### config.mk
export PLATFORM = sky130hd
export DESIGN_NAME = clpd_core_ctrl
export DESIGN_NICKNAME = d
export VERILOG_FILES = /design/src/clpd_pkg.sv /design/src/clpd_core_ctrl.sv
export SDC_FILE = /design/constraint.sdc
export NUM_CORES = 1
export LEC_CHECK = 0
export ABC_CLOCK_PERIOD_IN_PS = 3500
export BUFFER_PORTS_ARGS = -buffer_cell sky130_fd_sc_hd__buf_2
export CORE_MARGIN = 3
export CORE_UTILIZATION = 57
export CTS_CLUSTER_SIZE = 24
export DETAILED_ROUTE_END_ITERATION = 10
export GPL_TIMING_DRIVEN = 0
export HOLD_SLACK_MARGIN = 0.1
export PLACE_DENSITY = 0.81
export SKIP_CTS_REPAIR_TIMING = 1
export SYNTH_ARGS = -nofsm -noshare
export SYNTH_HDL_FRONTEND = slang
export SYNTH_SLANG_ARGS = --single-unit
### constraint.sdc
create_clock -name aclk -period 3.5 [get_ports aclk]
set_input_delay 0.7 -clock aclk [delete_from_list [all_inputs] [get_ports aclk]]
set_output_delay 0.7 -clock aclk [all_outputs]
set_load 0.01 [all_outputs]
### src/clpd_pkg.sv
// Shared constants and carrier types for the CPU run-state and debug-halt controller
package clpd_pkg;

   ////////////////////////////////////////////////////////////////////////////
   // Register byte offsets
   localparam logic [7:0] OFS_FLAGS = 8'h00;
   localparam logic [7:0] OFS_CTRL = 8'h04;
   localparam logic [7:0] OFS_STATUS = 8'h08;
   localparam logic [7:0] OFS_AGEN_OPER = 8'h0C;
   localparam logic [7:0] OFS_AGEN_MODE = 8'h10;
   localparam logic [7:0] OFS_AGEN_RES = 8'h14;
   localparam logic [7:0] OFS_ALU = 8'h18;

   ////////////////////////////////////////////////////////////////////////////
   // Field positions and reset values
   localparam int FLAG_V = 7;
   localparam int FLAG_H = 4;
   localparam int FLAG_I = 3;
   localparam int FLAG_N = 2;
   localparam int FLAG_Z = 1;
   localparam int FLAG_C = 0;
   localparam int CTRL_DBG_EN = 0;
   localparam int CTRL_KEEP_CLK = 1;
   localparam int ALU_CIN = 16;
   localparam logic [7:0] FLAGS_RESET = 8'h08;
   localparam logic [2:0] PUSH_LAST = 3'h4;
   localparam logic [1:0] RESP_OKAY = 2'h0;
   localparam logic [1:0] RESP_SLVERR = 2'h2;

   ////////////////////////////////////////////////////////////////////////////
   // Enumerations
   typedef enum logic [2:0] {
      ST_RUN = 3'b000,
      ST_IRQ = 3'b001,
      ST_WAIT = 3'b011,
      ST_STOP = 3'b010,
      ST_BDM = 3'b110
   } clpd_state_t;

   typedef enum logic [2:0] {
      AG_DIRECT = 3'h0,
      AG_IX1 = 3'h1,
      AG_IX2 = 3'h2,
      AG_REL = 3'h3,
      AG_WORD_LO = 3'h4
   } clpd_agen_t;

   ////////////////////////////////////////////////////////////////////////////
   // Carriers
   typedef struct packed {
      logic awvalid;
      logic [7:0] awaddr;
      logic wvalid;
      logic [31:0] wdata;
      logic [3:0] wstrb;
      logic bready;
      logic arvalid;
      logic [7:0] araddr;
      logic rready;
   } clpd_axi_req_t;

   typedef struct packed {
      logic awready;
      logic wready;
      logic bvalid;
      logic [1:0] bresp;
      logic arready;
      logic rvalid;
      logic [31:0] rdata;
      logic [1:0] rresp;
   } clpd_axi_rsp_t;

   typedef struct packed {
      logic exec_wait;
      logic exec_stop;
      logic exec_enter_debug;
      logic instr_boundary;
      logic irq_pending;
      logic [15:0] pc_next;
      logic [7:0] x_reg;
      logic [7:0] a_reg;
   } clpd_core_in_t;

   typedef struct packed {
      logic halt;
      logic resume;
      logic single_step;
      logic tagged_resume;
      logic set_enable;
   } clpd_dbg_cmd_t;

   typedef struct packed {
      logic cpu_clk_en;
      logic fetch_en;
      logic osc_keep;
      logic min_clk_keep;
      logic in_debug;
      logic push_valid;
      logic [7:0] push_data;
      logic vector_fetch;
      logic resume_pulse;
      logic step_pulse;
      logic tag_pulse;
      logic [15:0] ret_pc;
   } clpd_core_out_t;

endpackage : clpd_pkg

### src/clpd_core_ctrl.sv
// Run-state, low-power and debug-halt controller with flag and address helpers
// Function
// - Wait instruction clears the interrupt mask flag.
// - Wait then gates CPU clocks until interrupt or reset.
// - Interrupt or reset in wait restarts clocks, handled normally.
// - Halt command during wait restarts clocks and enters debug mode.
// - Optional minimal clocks keep running in stop for periodic wake.
// - Debug enable set forces oscillator running during stop.
// - With oscillator held, halt command in stop enters debug mode.
// - Enter-debug instruction switches core into debug mode.
// - Debug mode left only by reset, resume, step or tagged resume.
// - Flags: V bit7, H bit4, I bit3, N bit2, Z bit1, C bit0.
// - Carry flag takes carry out of result bit 7.
// - Word operand big-endian, low byte at address plus one.
// - Direct address is zero high byte plus 8-bit low byte.
// - Branch target adds signed 8-bit offset to next address.
// - Bit instructions select bit 0 to 7 of the byte.
// - 8-bit index offset is unsigned, added to 16-bit index.
// - 16-bit offset arithmetic wraps within 16-bit space.
// - Interrupt entry pushes PC low, PC high, X, A, flags; sets mask.
`timescale 1ns/10ps
module clpd_core_ctrl (
   input logic aclk,
   input logic aresetn,
   input clpd_pkg::clpd_axi_req_t axi_req,
   output clpd_pkg::clpd_axi_rsp_t axi_rsp,
   input clpd_pkg::clpd_core_in_t core_in,
   input clpd_pkg::clpd_dbg_cmd_t dbg_cmd,
   input logic wake_async,
   input logic bdm_strap,
   output clpd_pkg::clpd_core_out_t core_out
);

   typedef struct packed {
      clpd_pkg::clpd_state_t state;
      logic [7:0] flags;
      logic dbg_en;
      logic keep_clk;
      logic boot_done;
      logic [2:0] sync;
      logic wake_lvl;
      logic [2:0] push_cnt;
      logic [15:0] snap_pc;
      logic [7:0] snap_x;
      logic [7:0] snap_a;
      logic [31:0] agen_oper;
      logic [5:0] agen_mode;
      logic [7:0] alu_res;
      logic aw_have;
      logic [7:0] aw_addr;
      logic w_have;
      logic [31:0] w_data;
      logic [3:0] w_strb;
      clpd_pkg::clpd_axi_rsp_t rsp;
      clpd_pkg::clpd_core_out_t out;
   } clpd_regs_t;

   clpd_regs_t s;
   clpd_regs_t n;

   assign axi_rsp = s.rsp;
   assign core_out = s.out;

   ////////////////////////////////////////////////////////////////////////////
   // Next-state logic
   always_comb begin
      logic [7:0] alu_a;
      logic [7:0] alu_b;
      logic [8:0] sum9;
      logic [4:0] sum5;
      logic [15:0] ag_base;
      logic [15:0] ag_off;
      logic [15:0] ag_addr;
      logic [7:0] ag_mask;
      logic wake_evt;
      logic any_resume;
      logic wr_go;
      alu_a = s.w_data[7:0];
      alu_b = s.w_data[15:8];
      sum9 = {1'b0, alu_a} + {1'b0, alu_b} + {8'h00, s.w_data[clpd_pkg::ALU_CIN]};
      sum5 = {1'b0, alu_a[3:0]} + {1'b0, alu_b[3:0]} + {4'h0, s.w_data[clpd_pkg::ALU_CIN]};
      ag_base = s.agen_oper[15:0];
      ag_off = s.agen_oper[31:16];
      ag_addr = 16'h0000;
      ag_mask = 8'h01 << s.agen_mode[5:3];
      wake_evt = (s.sync[1] == s.sync[2]) && s.sync[2] && !s.wake_lvl;
      any_resume = dbg_cmd.resume || dbg_cmd.single_step || dbg_cmd.tagged_resume;
      wr_go = s.aw_have && s.w_have && !s.rsp.bvalid;
      n = s;
      n.out.vector_fetch = 1'b0;
      n.out.resume_pulse = 1'b0;
      n.out.step_pulse = 1'b0;
      n.out.tag_pulse = 1'b0;

      // Wake pin is asynchronous; only agreeing late stages count
      n.sync = {s.sync[1:0], wake_async};
      if (s.sync[1] == s.sync[2]) begin
         n.wake_lvl = s.sync[2];
      end

      // Address generator, all sums cut to 16 bits so they wrap
      case (clpd_pkg::clpd_agen_t'(s.agen_mode[2:0]))
         clpd_pkg::AG_DIRECT: ag_addr = {8'h00, ag_off[7:0]};
         clpd_pkg::AG_IX1: ag_addr = ag_base + {8'h00, ag_off[7:0]};
         clpd_pkg::AG_IX2: ag_addr = ag_base + ag_off;
         clpd_pkg::AG_REL: ag_addr = ag_base + {{8{ag_off[7]}}, ag_off[7:0]};
         clpd_pkg::AG_WORD_LO: ag_addr = ag_base + 16'h0001;
         default: ag_addr = ag_base;
      endcase

      ////////////////////////////////////////////////////////////////////////
      // Register bus, write path
      if (axi_req.awvalid && s.rsp.awready) begin
         n.aw_have = 1'b1;
         n.aw_addr = axi_req.awaddr;
      end
      if (axi_req.wvalid && s.rsp.wready) begin
         n.w_have = 1'b1;
         n.w_data = axi_req.wdata;
         n.w_strb = axi_req.wstrb;
      end
      if (s.rsp.bvalid && axi_req.bready) begin
         n.rsp.bvalid = 1'b0;
      end
      if (wr_go) begin
         n.aw_have = 1'b0;
         n.w_have = 1'b0;
         n.rsp.bvalid = 1'b1;
         n.rsp.bresp = clpd_pkg::RESP_OKAY;
         case (s.aw_addr)
            clpd_pkg::OFS_FLAGS: begin
               if (s.w_strb[0]) begin
                  n.flags = s.w_data[7:0];
               end
            end
            clpd_pkg::OFS_CTRL: begin
               if (s.w_strb[0]) begin
                  n.dbg_en = s.w_data[clpd_pkg::CTRL_DBG_EN];
                  n.keep_clk = s.w_data[clpd_pkg::CTRL_KEEP_CLK];
               end
            end
            clpd_pkg::OFS_AGEN_OPER: begin
               for (int i = 0; i < 4; i++) begin
                  if (s.w_strb[i]) begin
                     n.agen_oper[8*i +: 8] = s.w_data[8*i +: 8];
                  end
               end
            end
            clpd_pkg::OFS_AGEN_MODE: begin
               if (s.w_strb[0]) begin
                  n.agen_mode = s.w_data[5:0];
               end
            end
            clpd_pkg::OFS_ALU: begin
               // Operands and carry-in come in one write, so it must hold the three low lanes
               if (s.w_strb[0] && s.w_strb[1] && s.w_strb[2]) begin
                  n.alu_res = sum9[7:0];
                  n.flags[clpd_pkg::FLAG_C] = sum9[8];
                  n.flags[clpd_pkg::FLAG_H] = sum5[4];
                  n.flags[clpd_pkg::FLAG_V] = (alu_a[7] == alu_b[7]) && (sum9[7] != alu_a[7]);
                  n.flags[clpd_pkg::FLAG_N] = sum9[7];
                  n.flags[clpd_pkg::FLAG_Z] = (sum9[7:0] == 8'h00);
               end
            end
            clpd_pkg::OFS_STATUS, clpd_pkg::OFS_AGEN_RES: begin
               n.rsp.bresp = clpd_pkg::RESP_OKAY;
            end
            default: n.rsp.bresp = clpd_pkg::RESP_SLVERR;
         endcase
      end
      n.rsp.awready = !n.aw_have && !n.rsp.bvalid;
      n.rsp.wready = !n.w_have && !n.rsp.bvalid;

      ////////////////////////////////////////////////////////////////////////
      // Register bus, read path
      if (s.rsp.rvalid && axi_req.rready) begin
         n.rsp.rvalid = 1'b0;
      end
      if (axi_req.arvalid && s.rsp.arready) begin
         n.rsp.rvalid = 1'b1;
         n.rsp.rresp = clpd_pkg::RESP_OKAY;
         n.rsp.rdata = 32'h0000_0000;
         case (axi_req.araddr)
            clpd_pkg::OFS_FLAGS: n.rsp.rdata[7:0] = s.flags;
            clpd_pkg::OFS_CTRL: n.rsp.rdata[1:0] = {s.keep_clk, s.dbg_en};
            clpd_pkg::OFS_STATUS: n.rsp.rdata = {s.out.ret_pc, 13'h0000, s.state};
            clpd_pkg::OFS_AGEN_OPER: n.rsp.rdata = s.agen_oper;
            clpd_pkg::OFS_AGEN_MODE: n.rsp.rdata[5:0] = s.agen_mode;
            clpd_pkg::OFS_AGEN_RES: n.rsp.rdata[23:0] = {ag_mask, ag_addr};
            clpd_pkg::OFS_ALU: n.rsp.rdata[7:0] = s.alu_res;
            default: n.rsp.rresp = clpd_pkg::RESP_SLVERR;
         endcase
      end
      n.rsp.arready = !n.rsp.rvalid;

      ////////////////////////////////////////////////////////////////////////
      // Run-state machine; hardware flag changes follow bus writes so they win
      if (dbg_cmd.set_enable) begin
         n.dbg_en = 1'b1;
      end
      case (s.state)
         clpd_pkg::ST_RUN: begin
            if (core_in.exec_enter_debug) begin
               n.state = clpd_pkg::ST_BDM;
            end else if (core_in.exec_stop) begin
               n.state = clpd_pkg::ST_STOP;
               n.snap_pc = core_in.pc_next;
            end else if (core_in.exec_wait) begin
               n.flags[clpd_pkg::FLAG_I] = 1'b0;
               n.state = clpd_pkg::ST_WAIT;
               n.snap_pc = core_in.pc_next;
            end else if (core_in.instr_boundary && core_in.irq_pending &&
                         !s.flags[clpd_pkg::FLAG_I]) begin
               n.state = clpd_pkg::ST_IRQ;
               n.push_cnt = 3'h0;
               n.snap_pc = core_in.pc_next;
               n.snap_x = core_in.x_reg;
               n.snap_a = core_in.a_reg;
            end
         end
         clpd_pkg::ST_WAIT: begin
            if (dbg_cmd.halt) begin
               n.state = clpd_pkg::ST_BDM;
            end else if (core_in.irq_pending) begin
               n.state = clpd_pkg::ST_IRQ;
               n.push_cnt = 3'h0;
               n.snap_x = core_in.x_reg;
               n.snap_a = core_in.a_reg;
            end
         end
         clpd_pkg::ST_STOP: begin
            if (dbg_cmd.halt && s.dbg_en) begin
               n.state = clpd_pkg::ST_BDM;
            end else if (core_in.irq_pending) begin
               n.state = clpd_pkg::ST_IRQ;
               n.push_cnt = 3'h0;
               n.snap_x = core_in.x_reg;
               n.snap_a = core_in.a_reg;
            end else if (s.keep_clk && wake_evt) begin
               n.state = clpd_pkg::ST_RUN;
            end
         end
         clpd_pkg::ST_IRQ: begin
            if (s.push_cnt == clpd_pkg::PUSH_LAST) begin
               n.flags[clpd_pkg::FLAG_I] = 1'b1;
               n.out.vector_fetch = 1'b1;
               n.state = clpd_pkg::ST_RUN;
            end else begin
               n.push_cnt = s.push_cnt + 3'h1;
            end
         end
         clpd_pkg::ST_BDM: begin
            if (any_resume) begin
               n.state = clpd_pkg::ST_RUN;
               n.out.resume_pulse = dbg_cmd.resume;
               n.out.step_pulse = dbg_cmd.single_step;
               n.out.tag_pulse = dbg_cmd.tagged_resume;
            end
         end
         default: n.state = clpd_pkg::ST_RUN;
      endcase

      // Strap caught once, on the first edge after reset release
      if (!s.boot_done) begin
         n.boot_done = 1'b1;
         if (bdm_strap) begin
            n.state = clpd_pkg::ST_BDM;
            n.dbg_en = 1'b1;
         end
      end

      ////////////////////////////////////////////////////////////////////////
      // Registered outputs
      n.out.cpu_clk_en = (n.state != clpd_pkg::ST_WAIT) && (n.state != clpd_pkg::ST_STOP);
      n.out.fetch_en = (n.state == clpd_pkg::ST_RUN);
      n.out.osc_keep = (n.state == clpd_pkg::ST_STOP) && n.dbg_en;
      n.out.min_clk_keep = (n.state == clpd_pkg::ST_STOP) && n.keep_clk;
      n.out.in_debug = (n.state == clpd_pkg::ST_BDM);
      n.out.push_valid = (n.state == clpd_pkg::ST_IRQ);
      n.out.ret_pc = n.snap_pc;
      case (n.push_cnt)
         3'h0: n.out.push_data = n.snap_pc[7:0];
         3'h1: n.out.push_data = n.snap_pc[15:8];
         3'h2: n.out.push_data = n.snap_x;
         3'h3: n.out.push_data = n.snap_a;
         default: n.out.push_data = n.flags;
      endcase
   end

   always_ff @(posedge aclk) begin
      if (!aresetn) begin
         s <= '0;
         s.flags <= clpd_pkg::FLAGS_RESET;
      end else begin
         s <= n;
      end
   end

   logic run_wait;
   assign run_wait = (s.state == clpd_pkg::ST_RUN) && s.boot_done && core_in.exec_wait &&
                     !core_in.exec_stop && !core_in.exec_enter_debug;
endmodule : clpd_core_ctrl

==> metrics.md <==
| Metric | Value |
|---|---|
| Post-synthesis register bit count | `about 200` |
| Largest family of logic cells by synthesized area | `simple AND/OR/NAND/NOR gates` |
| 1st-pass router iterations | `6` |
| Clock Path Buffers | `3` |
| Pwr Density | `about 440 nW/um2` |
| Seq/Total Area, Yosys | `0.3817` |
| Hold Fails Final Rpt | `0` |
| CP Data Required Time | `a little under 4 ns` |
| Total wire length | `between 30000 and 40000 um` |
| Pin count of the biggest net entering global routing | `14` |
| WL/cell | `between 15 and 20 um` |
| Leakage | `just over 5 nW` |
| CP startpoint kind | `flop` |
| Most frequent cells in the layout | `227 x nand2_1, 202 x dfxtp_1, 177 x buf_2, 145 x a21oi_1, 85 x nor2_1` |
| Global-route wire length before repair | `50950 um` |
| Peak VDD IR | `~360 uV` |
| CP cell instances | `clkbuf_1, nand2_1, and2_1, ha_1, o21ai_0, a22oi_1, a31oi_1, xnor2_1, a222oi_1, nor3_1` |
| Slew HR | `0.06299` |
| Critical path arrival | `3.62 ns` |
| Ys flop type | `dfxtp_1` |
| Top-level port count | `roughly 180` |
| Period Utilization, post-route | `0.9274` |
| IO buf count | `between 150 and 200` |
| GR Util All Layers | `0.3157` |
| Clock Skews | `0.02219 ns` |
| RSZ-0062 raised after global routing | `no` |
| Total chip power | `5.475 mW` |
| Die X | `142.3 um` |
| Most common cell after layout, fill and taps aside | `nand2_1` |
| CTS tree | `done` |
| Fmax | `308.1 MHz` |
| Slew @ Worst Pin | `roughly 1.4 ns` |
| Starting Density | `0.5858` |
| Vias | `~11000` |
| H-tree depth | `1` |
| CTS Sinks | `roughly 200` |
| XOR/XNOR Fraction of Synth Area | `0.01405` |
| GPL Wtd Cong | `between 0.9 and 1` |
| Syn_area_per_cell | `slightly below 8 um2` |
| Vias/cell | `about 6` |
| Max incr delay on CP | `about 0.40 ns` |
| Synth Area in Adders | `0.03637` |
| Std-Cell Rows | `between 40 and 50` |
| Dpl hpwl | `around 25000 um` |
| # nets final | `between 1500 and 2000` |
| Compound-gate portion of the synthesized area | `0.2030` |
| Status | `complete, no violations` |
| # diodes | `0` |
| Cell count after synthesis | `between 1000 and 1500` |
| Netlist cell types | `between 60 and 70` |
| Crit Path Category | `flop to flop` |
| Yosys warnings | `0` |
| Max-slew violations | `0` |
| Crit-path max FO | `10` |
| Die footprint | `20260 um2` |
| Nature of the critical path endpoint | `flop` |
| Gr ovfl total | `0` |
| Hold_ws | `between 0.3 and 0.4 ns` |
| Layout area overhead | `18.12%` |
| Layout cells sized above 1 | `0.1936` |
| Post-synthesis simple-gate area fraction | `0.2362` |
| Slowest CP cell | `clkbuf_1` |
| Core area | `approximately 18000 um2` |
| Drt initial violations | `~820` |
| Initial antenna violation count | `0` |
| Post-synth EDFFs | `0` |
| # setup viols final | `0` |
| Final TNS setup | `0 ns` |
| Mapped Area | `10600 um2` |
| Hold Crit Class | `input port to flop` |
| Clk root buf | `clkbuf_16` |
| Total CTS buffers | `22` |
| DRC | `0` |
| Async S/R FF share, synth | `0` |
| # Max-Cap Violations | `0` |
| Mux cell area share after synthesis | `0.03755` |
| Clk Latency, worst-skew pair | `a little over 0.5 ns` |
| Fin crit period | `between 3 and 4 ns` |
| Die Ht | `~140 um` |
| Vias in the first global route | `just under 10000` |
| Clk pin slew, worst setup/hold paths | `around 0.060 ns` |
| Final antenna-violating net count | `0` |
per-stage QoR:
step,util,instances,cell area (um2),setup slack (ns)
floorplan,-,1346,10600,0.8125
global placement,0.6497,1748,11750,0.06339
detailed placement,0.6497,1748,11750,0.08674
CTS,0.6918,1784,12510,0.1502
global route,0.6919,1784,12510,0.02671
finish,0.6919,1784,12510,0.2541
layer usage:
metal  wire, um  vias up  share of wire  track usage
li1           -     5104              -            -
met1      13780     4864           0.42       0.4294
met2      14560      532           0.44       0.5043
met3       3399       77           0.10      0.06048
met4       1231        0          0.037       0.1121
met5          0        -              0            0
final cells by class:
cell class / instances / area (um2)
flip-flops and latches: 202 / 4044
multi-input cells: 964 / 5595
repair buffers: 173 / 865.8
inverters: 28 / 105.1
clock inverters: 6 / 108.9
fillers: 1545 / 5572
clock buffers: 30 / 651.9
plain buffers: 152 / 857.1
well taps: 229 / 286.5
kinds of logic (layout without fill, tap and decap cells):
kind of cell    count (synthesis)  in the layout
simple gates                  531            531
compound gates                347            347
flops                         202            202
buf+inv                       180            389
mux                            38             38
fa+ha+maj                      29             29
xor+xnor                       17             17
other cells                     1              2
worst paths after layout:
check	startpoint	slack, ns	endpoint	depth (start not counted)
max	s[131]	0.25	axi_rsp[12]	10
min reg2reg	axi_rsp[18]	0.45	axi_rsp[18]	2
min	aresetn	0.33	s[206]	1
max reg2reg	s[131]	0.25	axi_rsp[12]	10
sequential cells by signal (all words and copies together), names as in the netlist:
name and count:
n 2, s 127, core_out 34, axi_rsp 39
Yosys cell counts (all sizes together) (4+ instances only):
library cell	n	area, um2
nand2	227	852.1
dfxtp	202	4044
a21oi	146	734.5
nor2	86	322.8
buf	85	605.6
clkbuf	67	251.5
nand3	66	330.3
o21ai	54	270.3
mux2i	33	330.3
inv	27	101.4
ha	26	325.3
a31oi	24	150.1
nand2b	24	150.1
nor3	24	120.1
and2	23	143.9
nor4	17	118.9
xnor2	15	131.4
a22oi	14	105.1
a221oi	13	113.9
a21o	12	90.09
nand4	11	68.82
o211ai	11	82.58
and3	9	56.30
a211oi	8	60.06
a32oi	8	70.07
or3	8	50.05
nand3b	7	52.55
nor2b	7	43.79
o31ai	7	52.55
a2111oi	6	52.55
a22o	6	52.55
nor3b	5	37.54
or4	5	37.54
a211o	4	35.03
mux2	4	45.04
o21a	4	30.03
o21bai	4	30.03
o22ai	4	25.02
o311ai	4	35.03
o31a	4	35.03
worst max-delay path: cells and delay by family, from the launching register on:
kind | cells | cell delay [ns]
AOI/OAI and AO/OA | 4 | 1.24
and+or+nand+nor | 3 | 0.68
xor gates and xnor gates | 1 | 0.17
adders and majority gates | 1 | 0.32
buffers and inverters | 1 | 0.40
DFF | 1 | 0.33
power by group:
group | internal [mW] | switching [mW]
Clock | 1.51 | 0.904
Sequential | 2.38 | 0.0661
Combinational | 0.251 | 0.358
Power figures use the tool's default switching activity.
